$ cat src/pkg/hcc_defines.svh
// register offsets, field positions, reset values and timing of the change-over block
`ifndef HCC_DEFINES_SVH
`define HCC_DEFINES_SVH

// register byte offsets
`define HCC_ADDR_CTRL 8'h00
`define HCC_ADDR_CYCLE 8'h04
`define HCC_ADDR_TEMP 8'h08
`define HCC_ADDR_SETP 8'h0C
`define HCC_ADDR_DEMAND 8'h10
`define HCC_ADDR_COOBJ 8'h14
`define HCC_ADDR_STATUS 8'h18

// control field positions
`define HCC_CTRL_OPM_POS 0
`define HCC_CTRL_ADD_POS 2
`define HCC_CTRL_OBJ_POS 3
`define HCC_CTRL_SEND_POS 4
`define HCC_CTRL_START_POS 5
`define HCC_CTRL_ABS_POS 7

// setpoint and demand field positions
`define HCC_SETP_HEAT_POS 0
`define HCC_SETP_COOL_POS 16
`define HCC_DEM_BASIC_POS 0
`define HCC_DEM_ADD_POS 8

// status field positions
`define HCC_STAT_HEATING_POS 0
`define HCC_STAT_HMSG_POS 1
`define HCC_STAT_CMSG_POS 2
`define HCC_STAT_OBJ_POS 3
`define HCC_STAT_BAND_POS 4
`define HCC_STAT_RUN_POS 5

// operating mode and startup mode codes
`define HCC_OPM_HEAT 2'h0
`define HCC_OPM_COOL 2'h1
`define HCC_OPM_MIXED 2'h2
`define HCC_START_HEAT 2'h0
`define HCC_START_COOL 2'h1
`define HCC_START_PREV 2'h2

// change-over object polarity
`define HCC_CO_HEAT 1'b1
`define HCC_CO_COOL 1'b0

// reset values
`define HCC_CTRL_RST 8'h00
`define HCC_CYCLE_RST 8'h00
`define HCC_TEMP_RST 16'h0000
`define HCC_HEAT_SP_RST 16'h0000
`define HCC_COOL_SP_RST 16'h0000
`define HCC_DEM_RST 16'h0000

// timing: clock period and unit of the cycle factor
`define HCC_CLK_PERIOD_NS 100
`define HCC_CYC_BASE_MS 1000

`endif

$ cat src/pkg/hcc_pkg.sv
// types shared by the change-over block
package hcc_pkg;

    typedef enum logic {ST_INIT, ST_RUN} hcc_fsm_t;

    typedef struct packed {
        logic [7:0] heat_basic;
        logic [7:0] heat_add;
        logic [7:0] cool_basic;
        logic [7:0] cool_add;
    } hcc_cmd_t;

    typedef struct packed {
        logic [7:0] basic;
        logic [7:0] add;
    } hcc_dem_t;

    typedef struct packed {
        logic [1:0] op_mode;
        logic add_en;
        logic obj_ctrl;
        logic send_on_cmd;
        logic [1:0] startup;
        logic abs_sp;
    } hcc_cfg_t;

    typedef struct packed {
        hcc_fsm_t fsm;
        hcc_cfg_t cfg;
        logic [7:0] cycle_factor;
        logic [15:0] temp;
        logic [15:0] heat_sp;
        logic [15:0] cool_sp;
        hcc_dem_t dem;
        logic heating;
        logic co_obj;
        hcc_cmd_t cmd;
        logic heat_msg;
        logic cool_msg;
        logic tx_valid;
        logic tx_value;
        logic nv_we;
        logic nv_data;
        logic [31:0] prdata;
    } hcc_state_t;

    typedef struct packed {
        logic [31:0] base_cnt;
        logic [7:0] fac_cnt;
        logic tick;
    } hcc_cyc_state_t;

endpackage : hcc_pkg

$ cat src/rtl/hcc_top.sv
// heating/cooling mode and change-over logic of a room temperature controller
//
// Decided for this implementation: the register addresses and the APB slave port.
`timescale 1ns/1ns
`include "hcc_defines.svh"

// Overview of operation
// - one or two command values per level setting
// - heat/cool messages follow basic level only
// - mixed automatic: inside deadband both values zero
// - automatic: above cooling setpoint selects cooling
// - automatic: below lower deadband edge selects heating
// - change-over object: 1 heating, 0 cooling
// - mode-change sending only on real transitions
// - value-change sending transmits current or last mode
// - inside deadband object holds last mode
// - nonzero cycle factor resends object periodically
// - object control takes mode from object only
// - reset clears change-over object to zero
// - startup mode activated right after initialisation
// - object control: startup mode until object update
// - absolute setpoints force object control
module hcc_top
    import hcc_pkg::*;
#(
    parameter int CYC_BASE_CYCLES = `HCC_CYC_BASE_MS * 1000000 / `HCC_CLK_PERIOD_NS
)
(
    // clock, reset, enable
    input wire logic SYS_CLK,
    input wire logic SRST,
    input wire logic CE,
    // apb slave
    input wire logic PSEL,
    input wire logic PENABLE,
    input wire logic PWRITE,
    input wire logic [7:0] PADDR,
    input wire logic [31:0] PWDATA,
    output logic [31:0] PRDATA,
    output logic PREADY,
    output logic PSLVERR,
    // nonvolatile mode storage
    input wire logic NV_MODE_IN,
    output logic NV_WE,
    output logic NV_DATA,
    // command values and indications
    output hcc_cmd_t CMD_OUT,
    output logic HEAT_MSG,
    output logic COOL_MSG,
    // change-over telegram
    output logic TX_VALID,
    output logic TX_VALUE
);

    localparam hcc_state_t ST_RST = '{
        fsm: ST_INIT,
        cfg: hcc_cfg_t'(`HCC_CTRL_RST),
        cycle_factor: `HCC_CYCLE_RST,
        temp: `HCC_TEMP_RST,
        heat_sp: `HCC_HEAT_SP_RST,
        cool_sp: `HCC_COOL_SP_RST,
        dem: hcc_dem_t'(`HCC_DEM_RST),
        heating: `HCC_CO_COOL,
        co_obj: `HCC_CO_COOL,
        cmd: '0,
        heat_msg: 1'b0,
        cool_msg: 1'b0,
        tx_valid: 1'b0,
        tx_value: 1'b0,
        nv_we: 1'b0,
        nv_data: 1'b0,
        prdata: 32'h0
    };

    hcc_state_t st;
    hcc_state_t next_st;
    logic cyc_tick;
    logic mixed, auto_co, above, below, in_band;
    logic acc, wr, mapped, obj_upd;
    logic [31:0] rd_mux;

    // mode decode and temperature comparison against the deadband edges
    assign mixed = (st.cfg.op_mode == `HCC_OPM_MIXED);
    assign auto_co = mixed && !st.cfg.obj_ctrl && !st.cfg.abs_sp;
    assign above = $signed(st.temp) > $signed(st.cool_sp);
    assign below = $signed(st.temp) < $signed(st.heat_sp);
    assign in_band = !above && !below;

    // apb decode; zero wait states
    assign acc = PSEL && PENABLE;
    assign wr = acc && PWRITE;
    assign obj_upd = wr && (PADDR == `HCC_ADDR_COOBJ);
    always_comb
    begin
        mapped = 1'b1;
        rd_mux = 32'h0;
        unique case (PADDR)
            `HCC_ADDR_CTRL:
            begin
                rd_mux[`HCC_CTRL_OPM_POS +: 2] = st.cfg.op_mode;
                rd_mux[`HCC_CTRL_ADD_POS] = st.cfg.add_en;
                rd_mux[`HCC_CTRL_OBJ_POS] = st.cfg.obj_ctrl;
                rd_mux[`HCC_CTRL_SEND_POS] = st.cfg.send_on_cmd;
                rd_mux[`HCC_CTRL_START_POS +: 2] = st.cfg.startup;
                rd_mux[`HCC_CTRL_ABS_POS] = st.cfg.abs_sp;
            end
            `HCC_ADDR_CYCLE: rd_mux[7:0] = st.cycle_factor;
            `HCC_ADDR_TEMP: rd_mux[15:0] = st.temp;
            `HCC_ADDR_SETP:
            begin
                rd_mux[`HCC_SETP_HEAT_POS +: 16] = st.heat_sp;
                rd_mux[`HCC_SETP_COOL_POS +: 16] = st.cool_sp;
            end
            `HCC_ADDR_DEMAND:
            begin
                rd_mux[`HCC_DEM_BASIC_POS +: 8] = st.dem.basic;
                rd_mux[`HCC_DEM_ADD_POS +: 8] = st.dem.add;
            end
            `HCC_ADDR_COOBJ: rd_mux[0] = st.co_obj;
            `HCC_ADDR_STATUS:
            begin
                rd_mux[`HCC_STAT_HEATING_POS] = st.heating;
                rd_mux[`HCC_STAT_HMSG_POS] = st.heat_msg;
                rd_mux[`HCC_STAT_CMSG_POS] = st.cool_msg;
                rd_mux[`HCC_STAT_OBJ_POS] = st.co_obj;
                rd_mux[`HCC_STAT_BAND_POS] = in_band;
                rd_mux[`HCC_STAT_RUN_POS] = (st.fsm == ST_RUN);
            end
            default: mapped = 1'b0;
        endcase
    end

    // next state: registers, mode selection, command gating, telegrams
    always_comb
    begin
        next_st = st;
        next_st.tx_valid = 1'b0;
        next_st.nv_we = 1'b0;
        if (PSEL && !PENABLE)
            next_st.prdata = rd_mux;
        if (wr)
        begin
            unique case (PADDR)
                `HCC_ADDR_CTRL:
                begin
                    next_st.cfg.op_mode = PWDATA[`HCC_CTRL_OPM_POS +: 2];
                    next_st.cfg.add_en = PWDATA[`HCC_CTRL_ADD_POS];
                    next_st.cfg.obj_ctrl = PWDATA[`HCC_CTRL_OBJ_POS];
                    next_st.cfg.send_on_cmd = PWDATA[`HCC_CTRL_SEND_POS];
                    next_st.cfg.startup = PWDATA[`HCC_CTRL_START_POS +: 2];
                    next_st.cfg.abs_sp = PWDATA[`HCC_CTRL_ABS_POS];
                end
                `HCC_ADDR_CYCLE: next_st.cycle_factor = PWDATA[7:0];
                `HCC_ADDR_TEMP: next_st.temp = PWDATA[15:0];
                `HCC_ADDR_SETP:
                begin
                    next_st.heat_sp = PWDATA[`HCC_SETP_HEAT_POS +: 16];
                    next_st.cool_sp = PWDATA[`HCC_SETP_COOL_POS +: 16];
                end
                `HCC_ADDR_DEMAND:
                begin
                    next_st.dem.basic = PWDATA[`HCC_DEM_BASIC_POS +: 8];
                    next_st.dem.add = PWDATA[`HCC_DEM_ADD_POS +: 8];
                end
                `HCC_ADDR_COOBJ: next_st.co_obj = PWDATA[0];
                default: next_st.co_obj = next_st.co_obj;
            endcase
        end
        unique case (st.fsm)
            ST_INIT:
            begin
                // initialisation ends with the configuration write; object keeps zero
                if (wr && (PADDR == `HCC_ADDR_CTRL))
                begin
                    unique case (next_st.cfg.startup)
                        `HCC_START_HEAT: next_st.heating = `HCC_CO_HEAT;
                        `HCC_START_PREV: next_st.heating = NV_MODE_IN;
                        default: next_st.heating = `HCC_CO_COOL;
                    endcase
                    next_st.fsm = ST_RUN;
                end
            end
            ST_RUN:
            begin
                // mode selection per operating mode and change-over source
                if (st.cfg.op_mode == `HCC_OPM_HEAT)
                    next_st.heating = `HCC_CO_HEAT;
                else if (st.cfg.op_mode == `HCC_OPM_COOL)
                    next_st.heating = `HCC_CO_COOL;
                else if (auto_co)
                begin
                    if (above)
                        next_st.heating = `HCC_CO_COOL;
                    else if (below)
                        next_st.heating = `HCC_CO_HEAT;
                end
                else if (obj_upd)
                begin
                    next_st.heating = PWDATA[0];
                end
                // restore-previous keeps storage in step with the mode
                if (st.cfg.startup == `HCC_START_PREV && next_st.heating != st.heating)
                begin
                    next_st.nv_we = 1'b1;
                    next_st.nv_data = next_st.heating;
                end
            end
        endcase
        // command gating; deadband in automatic mixed mode forces zero
        next_st.cmd = '0;
        if (st.fsm == ST_RUN && !(auto_co && in_band))
        begin
            if (next_st.heating)
            begin
                next_st.cmd.heat_basic = st.dem.basic;
                next_st.cmd.heat_add = st.cfg.add_en ? st.dem.add : 8'h00;
            end
            else
            begin
                next_st.cmd.cool_basic = st.dem.basic;
                next_st.cmd.cool_add = st.cfg.add_en ? st.dem.add : 8'h00;
            end
        end
        // indications from the basic level only
        next_st.heat_msg = next_st.heating && next_st.cmd.heat_basic != 8'h00;
        next_st.cool_msg = !next_st.heating && next_st.cmd.cool_basic != 8'h00;
        // change-over telegrams in automatic mode only
        if (st.fsm == ST_RUN && auto_co)
        begin
            if (!st.cfg.send_on_cmd && next_st.heating != st.heating)
            begin
                next_st.tx_valid = 1'b1;
            end
            if (st.cfg.send_on_cmd
                && (next_st.cmd.heat_basic | next_st.cmd.cool_basic)
                != (st.cmd.heat_basic | st.cmd.cool_basic))
            begin
                next_st.tx_valid = 1'b1;
            end
            if (cyc_tick)
            begin
                next_st.tx_valid = 1'b1;
            end
            if (next_st.tx_valid || next_st.heating != st.heating)
            begin
                next_st.tx_value = next_st.heating;
                next_st.co_obj = next_st.heating;
            end
        end
    end

    // state register; reset clears the object to zero
    always_ff @(posedge SYS_CLK)
    begin
        if (SRST)
        begin
            st <= ST_RST;
        end
        else if (CE)
        begin
            st <= next_st;
        end
    end

    // cyclic resend timer
    hcc_cycle #(
        .BASE_CYCLES(CYC_BASE_CYCLES)
    ) u_cycle (
        .clk(SYS_CLK),
        .srst(SRST),
        .ce(CE),
        .enable(auto_co && st.fsm == ST_RUN),
        .factor(st.cycle_factor),
        .tick(cyc_tick)
    );

    // outputs
    assign PRDATA = st.prdata;
    assign PREADY = 1'b1;
    assign PSLVERR = acc && !mapped;
    assign NV_WE = st.nv_we;
    assign NV_DATA = st.nv_data;
    assign CMD_OUT = st.cmd;
    assign HEAT_MSG = st.heat_msg;
    assign COOL_MSG = st.cool_msg;
    assign TX_VALID = st.tx_valid;
    assign TX_VALUE = st.tx_value;
endmodule : hcc_top

$ cat src/rtl/hcc_cycle.sv
// periodic tick for cyclic resend of the change-over object
`timescale 1ns/1ns
module hcc_cycle
    import hcc_pkg::*;
#(
    parameter int BASE_CYCLES = 10
)
(
    // clock, reset, enable
    input wire logic clk,
    input wire logic srst,
    input wire logic ce,
    // control
    input wire logic enable,
    input wire logic [7:0] factor,
    // result
    output logic tick
);

    hcc_cyc_state_t st;
    hcc_cyc_state_t next_st;

    // period is factor times the base count; zero factor or disable stops it
    always_comb
    begin
        next_st = st;
        next_st.tick = 1'b0;
        if (!enable || factor == 8'h00)
        begin
            next_st.base_cnt = 32'h0;
            next_st.fac_cnt = 8'h00;
        end
        else if (st.base_cnt == 32'(BASE_CYCLES - 1))
        begin
            next_st.base_cnt = 32'h0;
            if (st.fac_cnt == factor - 8'h01)
            begin
                next_st.fac_cnt = 8'h00;
                next_st.tick = 1'b1;
            end
            else
            begin
                next_st.fac_cnt = st.fac_cnt + 8'h01;
            end
        end
        else
        begin
            next_st.base_cnt = st.base_cnt + 32'h1;
        end
    end

    // state register
    always_ff @(posedge clk)
    begin
        if (srst)
        begin
            st <= '0;
        end
        else if (ce)
        begin
            st <= next_st;
        end
    end

    assign tick = st.tick;

endmodule : hcc_cycle

$ cat config.mk
export PLATFORM = sky130hd
export DESIGN_NAME = hcc_top
export DESIGN_NICKNAME = d
export VERILOG_FILES = /design/src/pkg/hcc_pkg.sv /design/src/rtl/hcc_top.sv /design/src/rtl/hcc_cycle.sv
export VERILOG_INCLUDE_DIRS = /design/src /design/src/pkg
export SDC_FILE = /design/constraint.sdc
export NUM_CORES = 1
export LEC_CHECK = 0
export BUFFER_PORTS_ARGS = -buffer_cell sky130_fd_sc_hd__clkbuf_2
export CORE_UTILIZATION = 50
export CTS_BUF_LIST = sky130_fd_sc_hd__clkbuf_8
export CTS_CLUSTER_DIAMETER = 200
export DETAILED_ROUTE_END_ITERATION = 12
export PLACE_DENSITY = 0.72
export SYNTH_ARGS = -nofsm -noshare
export SYNTH_HDL_FRONTEND = slang
export SYNTH_SLANG_ARGS = --single-unit
export TNS_END_PERCENT = 100
$ cat constraint.sdc
create_clock -name SYS_CLK -period 6.5 [get_ports SYS_CLK]
set_clock_uncertainty 0.15 [all_clocks]
set_input_delay 0 -clock SYS_CLK [delete_from_list [all_inputs] [get_ports SYS_CLK]]
set_output_delay 0 -clock SYS_CLK [all_outputs]
set_load 0.005 [all_outputs]
== After elaboration in Yosys (flattened, before gate mapping) ==
Index checks and enable logic that the tools add are counted.
W data, S select, Z words.
Word-level totals
  bits in registers: 194
  latch bits: 0
  memory bits (writable): 0
  ROM bits: 0
  input bits: 47
  output and inout port bits: 72
  logic and storage cells: 144
  memories: 0
Cells by class
  add/subtract/negate cells: 3
  $mul: 0
  div/mod/pow operators: 0
  $lt $le $gt $ge: 2
  eq/ne operators: 15
  shift operators: 0
  multiplexer cells: 46
  bitwise gates (word level): 3
  reductions and logical operators: 46
Operator list (number)
  $mux W32: 3
  $mux W16: 5
  $mux W75: 1
  $mux W40: 1
  $add A32 B1 Y32 const B: 1
  $eq A32 B24 Y1 const B: 1
  $pmux W5 S6: 1
  $eq A8 B5 Y1 const B: 3
  $mux W8: 3
  $pmux W8 S3: 1
  $mux W1: 22
  $reduce_and A3 Y1: 7
  $logic_and A1 B1 Y1: 17
  $eq A8 B4 Y1 const B: 2
  $gt A16 B16 Y1: 1
  $logic_not A8 Y1: 2
  $lt A16 B16 Y1: 1
  $or A8 B8 Y8: 2
  $reduce_bool A8 Y1: 2
  $logic_not A1 Y1: 10
  $pmux W2 S5: 1
  $mux W9: 1
  $add A8 B1 Y8 const B: 1
  $eq A8 B3 Y1 const B: 1
  16 further kinds: 25

== Longest topological paths before layout ==
Gate-level depths: netlist of the first run.
  depth after elaboration: 20
  gate-level depth with buffers: 15
  mapped depth without buffers: 13

== Cells and area by module ==
A second synthesis of the first run with hierarchy kept.
Second synthesis, totals
  cells, all modules: 1203
  area total of the unflattened synthesis: 10166.0 um^2
By module, submodules not included
  hcc_top: times used 1, cells an instance 945, area each 7905.1 um^2, seq. area each 3062.9 um^2
  hcc_cycle: times used 1, cells an instance 258, area each 2260.9 um^2, seq. area each 820.8 um^2

== Worst setup path after synthesis of the first run ==
Ideal clock, no wire load.
  kind: register to register
  start: reg st[94] (netlist bit)
  end: reg st, in the netlist TX_VALUE
  setup time: 0.121 ns
  data arrival time: 3.171 ns
  required time: 6.229 ns
  slack: 3.058 ns
  cell stages (with the launch flop): 14
  buffers on the path: 0
  period minus slack after synthesis: 3.442 ns
  cell sequence: dfxtp_1 inv_1 ha_1 a21o_2 a21oi_1 nor3_1 or4b_1 mux2i_2 o31ai_2 o211a_1 a2bb2oi_1 a31oi_4 o21ai_2 mux2_4
On the way
  word-level cells in the longest chain between the ends: 17
  elaborated cells between the ends (all ways): 26
  classes of those cells: order compare: 1; eq/ne: 2; mux: 13; bitwise: 1; reduce/logical: 9
RTL lines
  start, declared: RTL line hcc_top.sv:75  | hcc_state_t st;
  start signal, assigned: RTL line hcc_top.sv:261  | st <= next_st;
  $gt A16 B16 Y1 *: RTL line hcc_top.sv:85  | assign above = $signed(st.temp) > $signed(st.cool_sp);
  $mux W1: RTL line hcc_top.sv:192  | if (above)
  $mux W1: RTL line hcc_top.sv:190  | else if (auto_co)
  $mux W1: RTL line hcc_top.sv:188  | else if (st.cfg.op_mode == `HCC_OPM_COOL)
  $mux W1: RTL line hcc_top.sv:186  | if (st.cfg.op_mode == `HCC_OPM_HEAT)
  $mux W1: RTL line hcc_top.sv:169  | unique case (st.fsm)
  $pmux W1 S2: RTL line hcc_top.sv:169
  $mux W16: RTL line hcc_top.sv:213  | if (next_st.heating)
  $mux W32: RTL line hcc_top.sv:211  | if (st.fsm == ST_RUN && !(auto_co && in_band))
  $or A8 B8 Y8: RTL line hcc_top.sv:235  | && (next_st.cmd.heat_basic | next_st.cmd.cool_basic)
  $ne A8 B8 Y1: RTL line hcc_top.sv:236  | != (st.cmd.heat_basic | st.cmd.cool_basic))
  $logic_and A1 B1 Y1: RTL line hcc_top.sv:235
  $mux W1: RTL line hcc_top.sv:234  | if (st.cfg.send_on_cmd
  $mux W1: RTL line hcc_top.sv:240  | if (cyc_tick)
  $mux W1: RTL line hcc_top.sv:228  | if (st.fsm == ST_RUN && auto_co)
  $logic_or A1 B1 Y1: RTL line hcc_top.sv:244  | if (next_st.tx_valid || next_st.heating != st.heating)
  $reduce_and A3 Y1 (no source line)
Every way passes the cells marked *; elsewhere a longest branch is shown, timed or not. The select of a mux whose other input is x is not followed.
A chain may end at the register's enable or synchronous reset.

== Final worst setup path of the first run ==
Same ends and word-level chain as after synthesis.

==> flow_summary.toml, run 1 <==
[sta]
tightest_slew_ps = 1190
tns_ps = 0
grt_setup_unrepaired = "false"
max_clock_freq_ghz = 0.257
final.period_utilization_pct = 59.9
slew_headroom_pct = 20.4
min_period_ps = 3890
finalSetupViolations = 0
hold_viol_final = 0
slew_violations = 0

[power]
seqPwrFrac_pct = 57.8
power.density_nw_per_um2 = 194
leakagePower_uw = 0.00409
internal_power_uw = 1560
p_sw_share_pct = 24.9
vdd_drop_max_uv = 121
p_comb_share_pct = 5.4
power_uw = 2070
p_clk_share_pct = 36.8
p_sw_uw = 516

[clock_network]
cts_buffers = 17
cts_tree = "yes"
cts_root_buf = "clkbuf_8"
cts_setup_buffers = 0
clk_pin_slew_ps = 100
clk-insertion-delay-late_ps = 480
clk_path_buf_depth = 2
cts-hold-fix-buffers = 37
cts.sinks = 194
h-tree-depth = 4
cts_resized = 0

[job]
drv_cap = 0

[die]
die-area_sq_um = 20000
ios = 119
initial_core_util_pct = 51.4
die_height_microns = 141
coreArea_sq_um = 18900
rows = 50
die_x_microns = 141

[synthesis]
syn_area_per_cell_sq_um = 8.20
synthArstFlopShare_pct = 0
yosys.area.top_type = "dfxtp_1"
synth_ff_type = "dfxtp_1"
netlist.area_leader.share_pct = 40.0
syn-instance-count = 1183
synth.distinct_cells = 66
synth_warnings = 0
syn-cell-area_sq_um = 9700
ys_top_cells_by_count = "dfxtp_1 (194), nand2_1 (182), nor2_1 (148), a21oi_1 (96), buf_4 (66)"
yosysMostFrequentCell = "dfxtp_1"
synth-seq-cells = 194
yosysSeqAreaShare_pct = 40.0
synth_nets = 1265
synth_area_leaders = "dfxtp_1 (40%), nand2_1 (7.0%), nor2_1 (5.7%)"
synth_edf_count = 0

[run_status]
outcome = "complete, no violations"

[routing]
vias_per_cell = 5.48
wire_per_inst_microns = 15.5
antenna_left = 0
drc = 0
first_pass_iters = 6
vias = 8259
drt_iter0_markers = 630
drt-total-wl_mm = 23.3

[min_path]
min_path_type = "in -> reg"

[layout]
n_antenna_cell = 0
synthToLayoutAreaGrowth_pct = 10.3
layout.nets = 1317
layout-drive-gt1-share_pct = 15.2

[placed_design]
routabilityCongestion = 0.882
numPortBuffers = 117
dpl.hpwl_mm = 16.4

[worst_setup_path]
critPathKind = "reg -> reg"
critPathCaptureType = "register"
arrival_ps = 4120
crit_required_ps = 6730
worst-path-max-fanout = 6
start_kind = "register"

[global_routing]
grt_pass1_vias = 7478
grt_max_degree = 85
grt_first_pass_wirelength_mm = 38.1
antenna_found_initial = 0
grt_overflow = 0
grt.total_usage_pct = 24.0
-- sequential cells by signal (all words and copies together) (netlist names) --
| name | count |
|---|---|
| st | 83 |
| PRDATA | 32 |
| CMD_OUT | 32 |
| u_cycle.st | 40 |
| NV_DATA | 1 |
| NV_WE | 1 |
| u_cycle.tick | 1 |
| COOL_MSG | 1 |
| HEAT_MSG | 1 |
| TX_VALUE | 1 |
| TX_VALID | 1 |
-- power by group through the flow --
stage	Sequential [uW]	Clock, uW	Combinational [uW]
3_5_place_dp	1220	0	93.4
6_report	1200	762	112
5_1_grt	1200	831	121
3_3_place_gp	1220	0	92.7
4_1_cts	1200	779	111
2_1_floorplan	1220	0	60.9
-- through the flow --
stage          util [%]  instances  instance area (sq um)  hold WS [ps]  setup WS (ps)
3_5_place_dp       52.7       1439                   9950          79.5           2700
3_3_place_gp       52.7       1439                   9950          77.4           2820
2_1_floorplan         -       1183                   9700         -72.5           3060
4_1_cts            56.6       1508                  10700          9.48           2680
6_report           56.6       1508                  10700          31.7           2610
5_1_grt            56.6       1508                  10700          47.1           2440
-- cell type report --
type,instances,area (sq um)
Fill cell,1767,8190
Multi-Input combinational cell,812,4920
Sequential cell,194,3880
Timing Repair Buffer,162,1020
Tap cell,260,325
Clock buffer,18,248
Inverter,48,180
Clock inverter,14,128
-- cell families (layout without fill, tap and decap cells) --
family	after synthesis	in the layout	share of synthesized area (%)
other	1	1	0.0386
AND/OR/NAND/NOR	459	459	21.1
flip-flops	194	194	40.0
buffers and inverters	177	242	9.46
multiplexers	44	44	5.69
XOR/XNOR	51	51	4.60
AO/OA/AOI/OAI	222	222	14.6
adder cells (fa/ha/maj)	35	35	4.51
-- critical path, stage by stage, from the launching register on --
cell and delay, ps:
dfxtp_1 370, inv_1 60, ha_1 330, a21o_2 230
a21oi_1 180, nor3_1 60, or4b_1 530, mux2i_2 260
o31ai_2 450, o211a_1 250, a2bb2oi_1 300, a31oi_4 140
o21ai_2 160, mux2_4 300
-- per-layer routing --
| layer | vias to the layer above | routed length [microns] | track usage [%] |
|---|---|---|---|
| met5 | - | 0 | 0 |
| met4 | 0 | 423 | 6.92 |
| met3 | 42 | 1460 | 4.76 |
| met2 | 276 | 10300 | 37.3 |
| met1 | 3864 | 11100 | 33.6 |
| li1 | 4077 | - | - |
-- worst paths after layout --
check,from,endpoint,slack (ps),cells after the start
min,PSEL,PRDATA[5]$_SDFFE_PP0P_,30,5
max,st[94]$_SDFFE_PP0P_,TX_VALUE$_SDFFE_PP0P_,2610,13
min reg2reg,st[91]$_SDFFE_PP0P_,st[91]$_SDFFE_PP0P_,320,2
max reg2reg,st[94]$_SDFFE_PP0P_,TX_VALUE$_SDFFE_PP0P_,2610,13
-- placed cells by master (no fill, tap or decap), types with 6 or more instances in the layout --
| cell | count |
|---|---|
| mux2i_1 | 32 |
| o22ai_1 | 6 |
| xnor2_1 | 22 |
| xor2_1 | 29 |
| nor4b_1 | 6 |
| nand3_1 | 22 |
| nor3_1 | 22 |
| clkbuf_8 | 18 |
| and3_1 | 11 |
| o21ai_0 | 25 |
| nor2_1 | 147 |
| o211ai_1 | 9 |
| buf_4 | 9 |
| nand2b_1 | 9 |
| nand2_1 | 182 |
| inv_1 | 49 |
| dlygate4sd3_1 | 37 |
| clkbuf_2 | 116 |
| nand4_1 | 13 |
| nor2b_1 | 7 |
| mux4_2 | 8 |
| ha_1 | 35 |
| nor4_1 | 9 |
| dfxtp_1 | 194 |
| a21oi_1 | 96 |
| a22oi_1 | 49 |
Power figures use the tool's default switching activity.
==> inputs of run 2 (changes only) <==
--- a/config.mk
+++ b/config.mk
@@ -11,7 +11,7 @@
 export CTS_BUF_LIST = sky130_fd_sc_hd__clkbuf_8
 export CTS_CLUSTER_DIAMETER = 200
 export DETAILED_ROUTE_END_ITERATION = 12
-export PLACE_DENSITY = 0.72
+export PLACE_DENSITY = 0.75
 export SYNTH_ARGS = -nofsm -noshare
 export SYNTH_HDL_FRONTEND = slang
 export SYNTH_SLANG_ARGS = --single-unit
==> constraint.sdc (replaced) <==
create_clock -name SYS_CLK -period 3.2 [get_ports SYS_CLK]
set_clock_uncertainty 0.15 [all_clocks]
set_input_delay 0 -clock SYS_CLK [delete_from_list [all_inputs] [get_ports SYS_CLK]]
set_output_delay 0 -clock SYS_CLK [all_outputs]
set_load 0.005 [all_outputs]
==> flow_summary.toml, run 2 (synthesis results as in run 1) <==
[worst_setup_path]
critPathCaptureType = "register"
cp_num_buf_inv = 1
worst-path-max-fanout = 6
arrival_ps = 3620
cpPeakStageDelay_ps = 520
start_kind = "register"
crit_family = "compound AO/OA/AOI/OAI gates"
crit_chain = "ha_4 > nor2b_1 > o211ai_1 > a2111oi_2 > or4b_4 > mux2i_4 > o31ai_2 > buf_4 > o211a_4 > a2bb2oi_4 > a31oi_4 > o21ai_2 > mux2_4"
crit_required_ps = 3410
r2r_setup_slack_ps = -210
critPathKind = "reg -> reg"
reg2reg_to = "TX_VALUE$_SDFFE_PP0P_"
r2r-start = "st[121]$_SDFFE_PP0P_"
critical_path_depth = 13
slowest_stage = "or4b_4"
ff2ff_path_depth = 13

[layout]
largest_reg_flops = 83
layout.nets = 1397
layout-drive-gt1-share_pct = 23.3
final_common_cell = "dfxtp_1"
synthToLayoutAreaGrowth_pct = 20.1
n_antenna_cell = 0
fin_area_sq_um = 11700
regMostFlops = "st"
reg_top3 = "st (83), u_cycle.st (40)"
layout_common_cells = "dfxtp_1 (184), nand2_1 (181), nor2_1 (146)"

[min_path]
hold_path_end = "PRDATA[6]$_SDFFE_PP0P_"
min_path_type = "in -> reg"
hp-start = "PSEL"
whs_path_depth = 5

[routing]
first_pass_iters = 5
drt_iter0_markers = 617
drt-total-wl_mm = 24.5
wire_per_inst_microns = 15.4
drc = 0
vias = 8636
vias_per_cell = 5.44
antenna_left = 0

[power]
p_sw_share_pct = 23.2
leakagePower_uw = 0.00459
p_sw_uw = 1060
p_comb_share_pct = 5.5
p_clk_share_pct = 41.1
vdd_drop_max_uv = 323
power.density_nw_per_um2 = 391
seqPwrFrac_pct = 53.4
internal_power_uw = 3490

[clock_network]
cts_root_buf = "clkbuf_8"
h-tree-depth = 4
cts_tree = "yes"
clk_path_buf_depth = 2
clk_pin_slew_ps = 100
clk-insertion-delay-late_ps = 470
cts.sinks = 194
cts_buffers = 17

[job]
drv_cap = 0

[sta]
holdWs_ps = 58.4
finalSetupViolations = 25
tightest_slew_ps = 687
min_period_ps = 3410
final.period_utilization_pct = 107
tns_ps = -2410
timing.final.ws_setup_ps = -208
hold_viol_final = 0
max_clock_freq_ghz = 0.293
slew_violations = 0
grt_setup_unrepaired = "true"
slew_headroom_pct = 54.2

[global_routing]
grt.total_usage_pct = 25.0
grt_max_degree = 90
grt_overflow = 0
grt_first_pass_wirelength_mm = 39.9
antenna_found_initial = 0
grt_pass1_vias = 8125

[die]
ios = 119
initial_core_util_pct = 51.4
die-area_sq_um = 20000
rows = 50
die_x_microns = 141
die_height_microns = 141
coreArea_sq_um = 18900

[run_status]
outcome = "complete, but fails checks"
failed_checks = "setup timing"

[placed_design]
postPlaceCellArea_sq_um = 10600
dpl.hpwl_mm = 17.0
routabilityCongestion = 0.963
numPortBuffers = 117
pre_cts_ws_ps = -304
run 2: cell count changes in the layout (fill, tap and decap cells not counted), moves of 3 or more:
cell,change
a22oi_2,+9
ha_4,+5
a22oi_1,-9
dfxtp_2,+10
dfxtp_1,-10
bufinv_16,+4
o21ai_0,-3
inv_1,-3
ha_1,-5
buf_4,+76
inv_2,+3
run 2: worst max path at each step:
stage	from	end	slack [ps]
finish	st[121]$_SDFFE_PP0P_	TX_VALUE$_SDFFE_PP0P_	-210
global route	st[100]$_SDFFE_PP0P_	TX_VALUE$_SDFFE_PP0P_	-350
CTS	st[95]$_SDFFE_PP0P_	TX_VALUE$_SDFFE_PP0P_	-290
detailed placement	st[89]$_SDFFE_PP0P_	st[70]$_SDFFE_PP0P_	-300
global placement	st[93]$_SDFFE_PP0P_	st[70]$_SDFFE_PP0P_	-230
floorplan	st[93]$_SDFFE_PP0P_	TX_VALUE$_SDFFE_PP0P_	-40
run 2: power groups by stage:
| stage | sequential (uW) | clock (uW) | combinational [uW] |
|---|---|---|---|
| 2_1_floorplan | 2490 | 0 | 124 |
| 3_3_place_gp | 2490 | 0 | 201 |
| 3_5_place_dp | 2490 | 0 | 203 |
| 4_1_cts | 2430 | 1900 | 240 |
| 5_1_grt | 2430 | 1990 | 269 |
| 6_report | 2430 | 1870 | 248 |
run 2: area by class of cell:
type	instances	area [sq um]
clock buffers	18	248
clock inverters	14	221
fillers	1631	7240
inverters	48	180
multi-input cells	812	5130
flip-flops and latches	194	3900
well taps	260	325
repair buffers	242	1650
run 2: worst register-to-register path: cells and delay by family (launching register included):
family / cells / cell delay [ps]
buffers and inverters: 1 / 190
and+or+nand+nor: 2 / 640
muxes: 2 / 530
DFF: 1 / 350
AOI/OAI and AO/OA: 7 / 1200
adders and majority gates: 1 / 240
run 2: layer usage:
metal	part of all wire (%)	track usage, %	vias to the layer above	wire length, microns
met3	6.6	4.86	42	1600
li1	-	-	4266	-
met5	0	0	-	0
met1	46	33.8	4002	11400
met2	45	40.3	326	11000
met4	1.9	7.44	0	472
run 2: per-stage QoR:
stage               instances  total power [uW]  utilization, %
detailed placement       1512              2690            55.9
floorplan                1183              2610               -
global placement         1512              2690            55.9
CTS                      1584              4580            60.8
finish                   1588              4550            61.7
global route             1588              4690            61.7
run 2: what timing repair did:
| action | in CTS | in global routing |
|---|---|---|
| gates resized for setup | 14 | 26 |
| setup buffers | 1 | 4 |
| endpoints found under the hold margin | 133 | 0 |
| endpoints found under the setup margin | 39 | 41 |
| pin swaps | 5 | 13 |
| hold buffers | 39 | 0 |
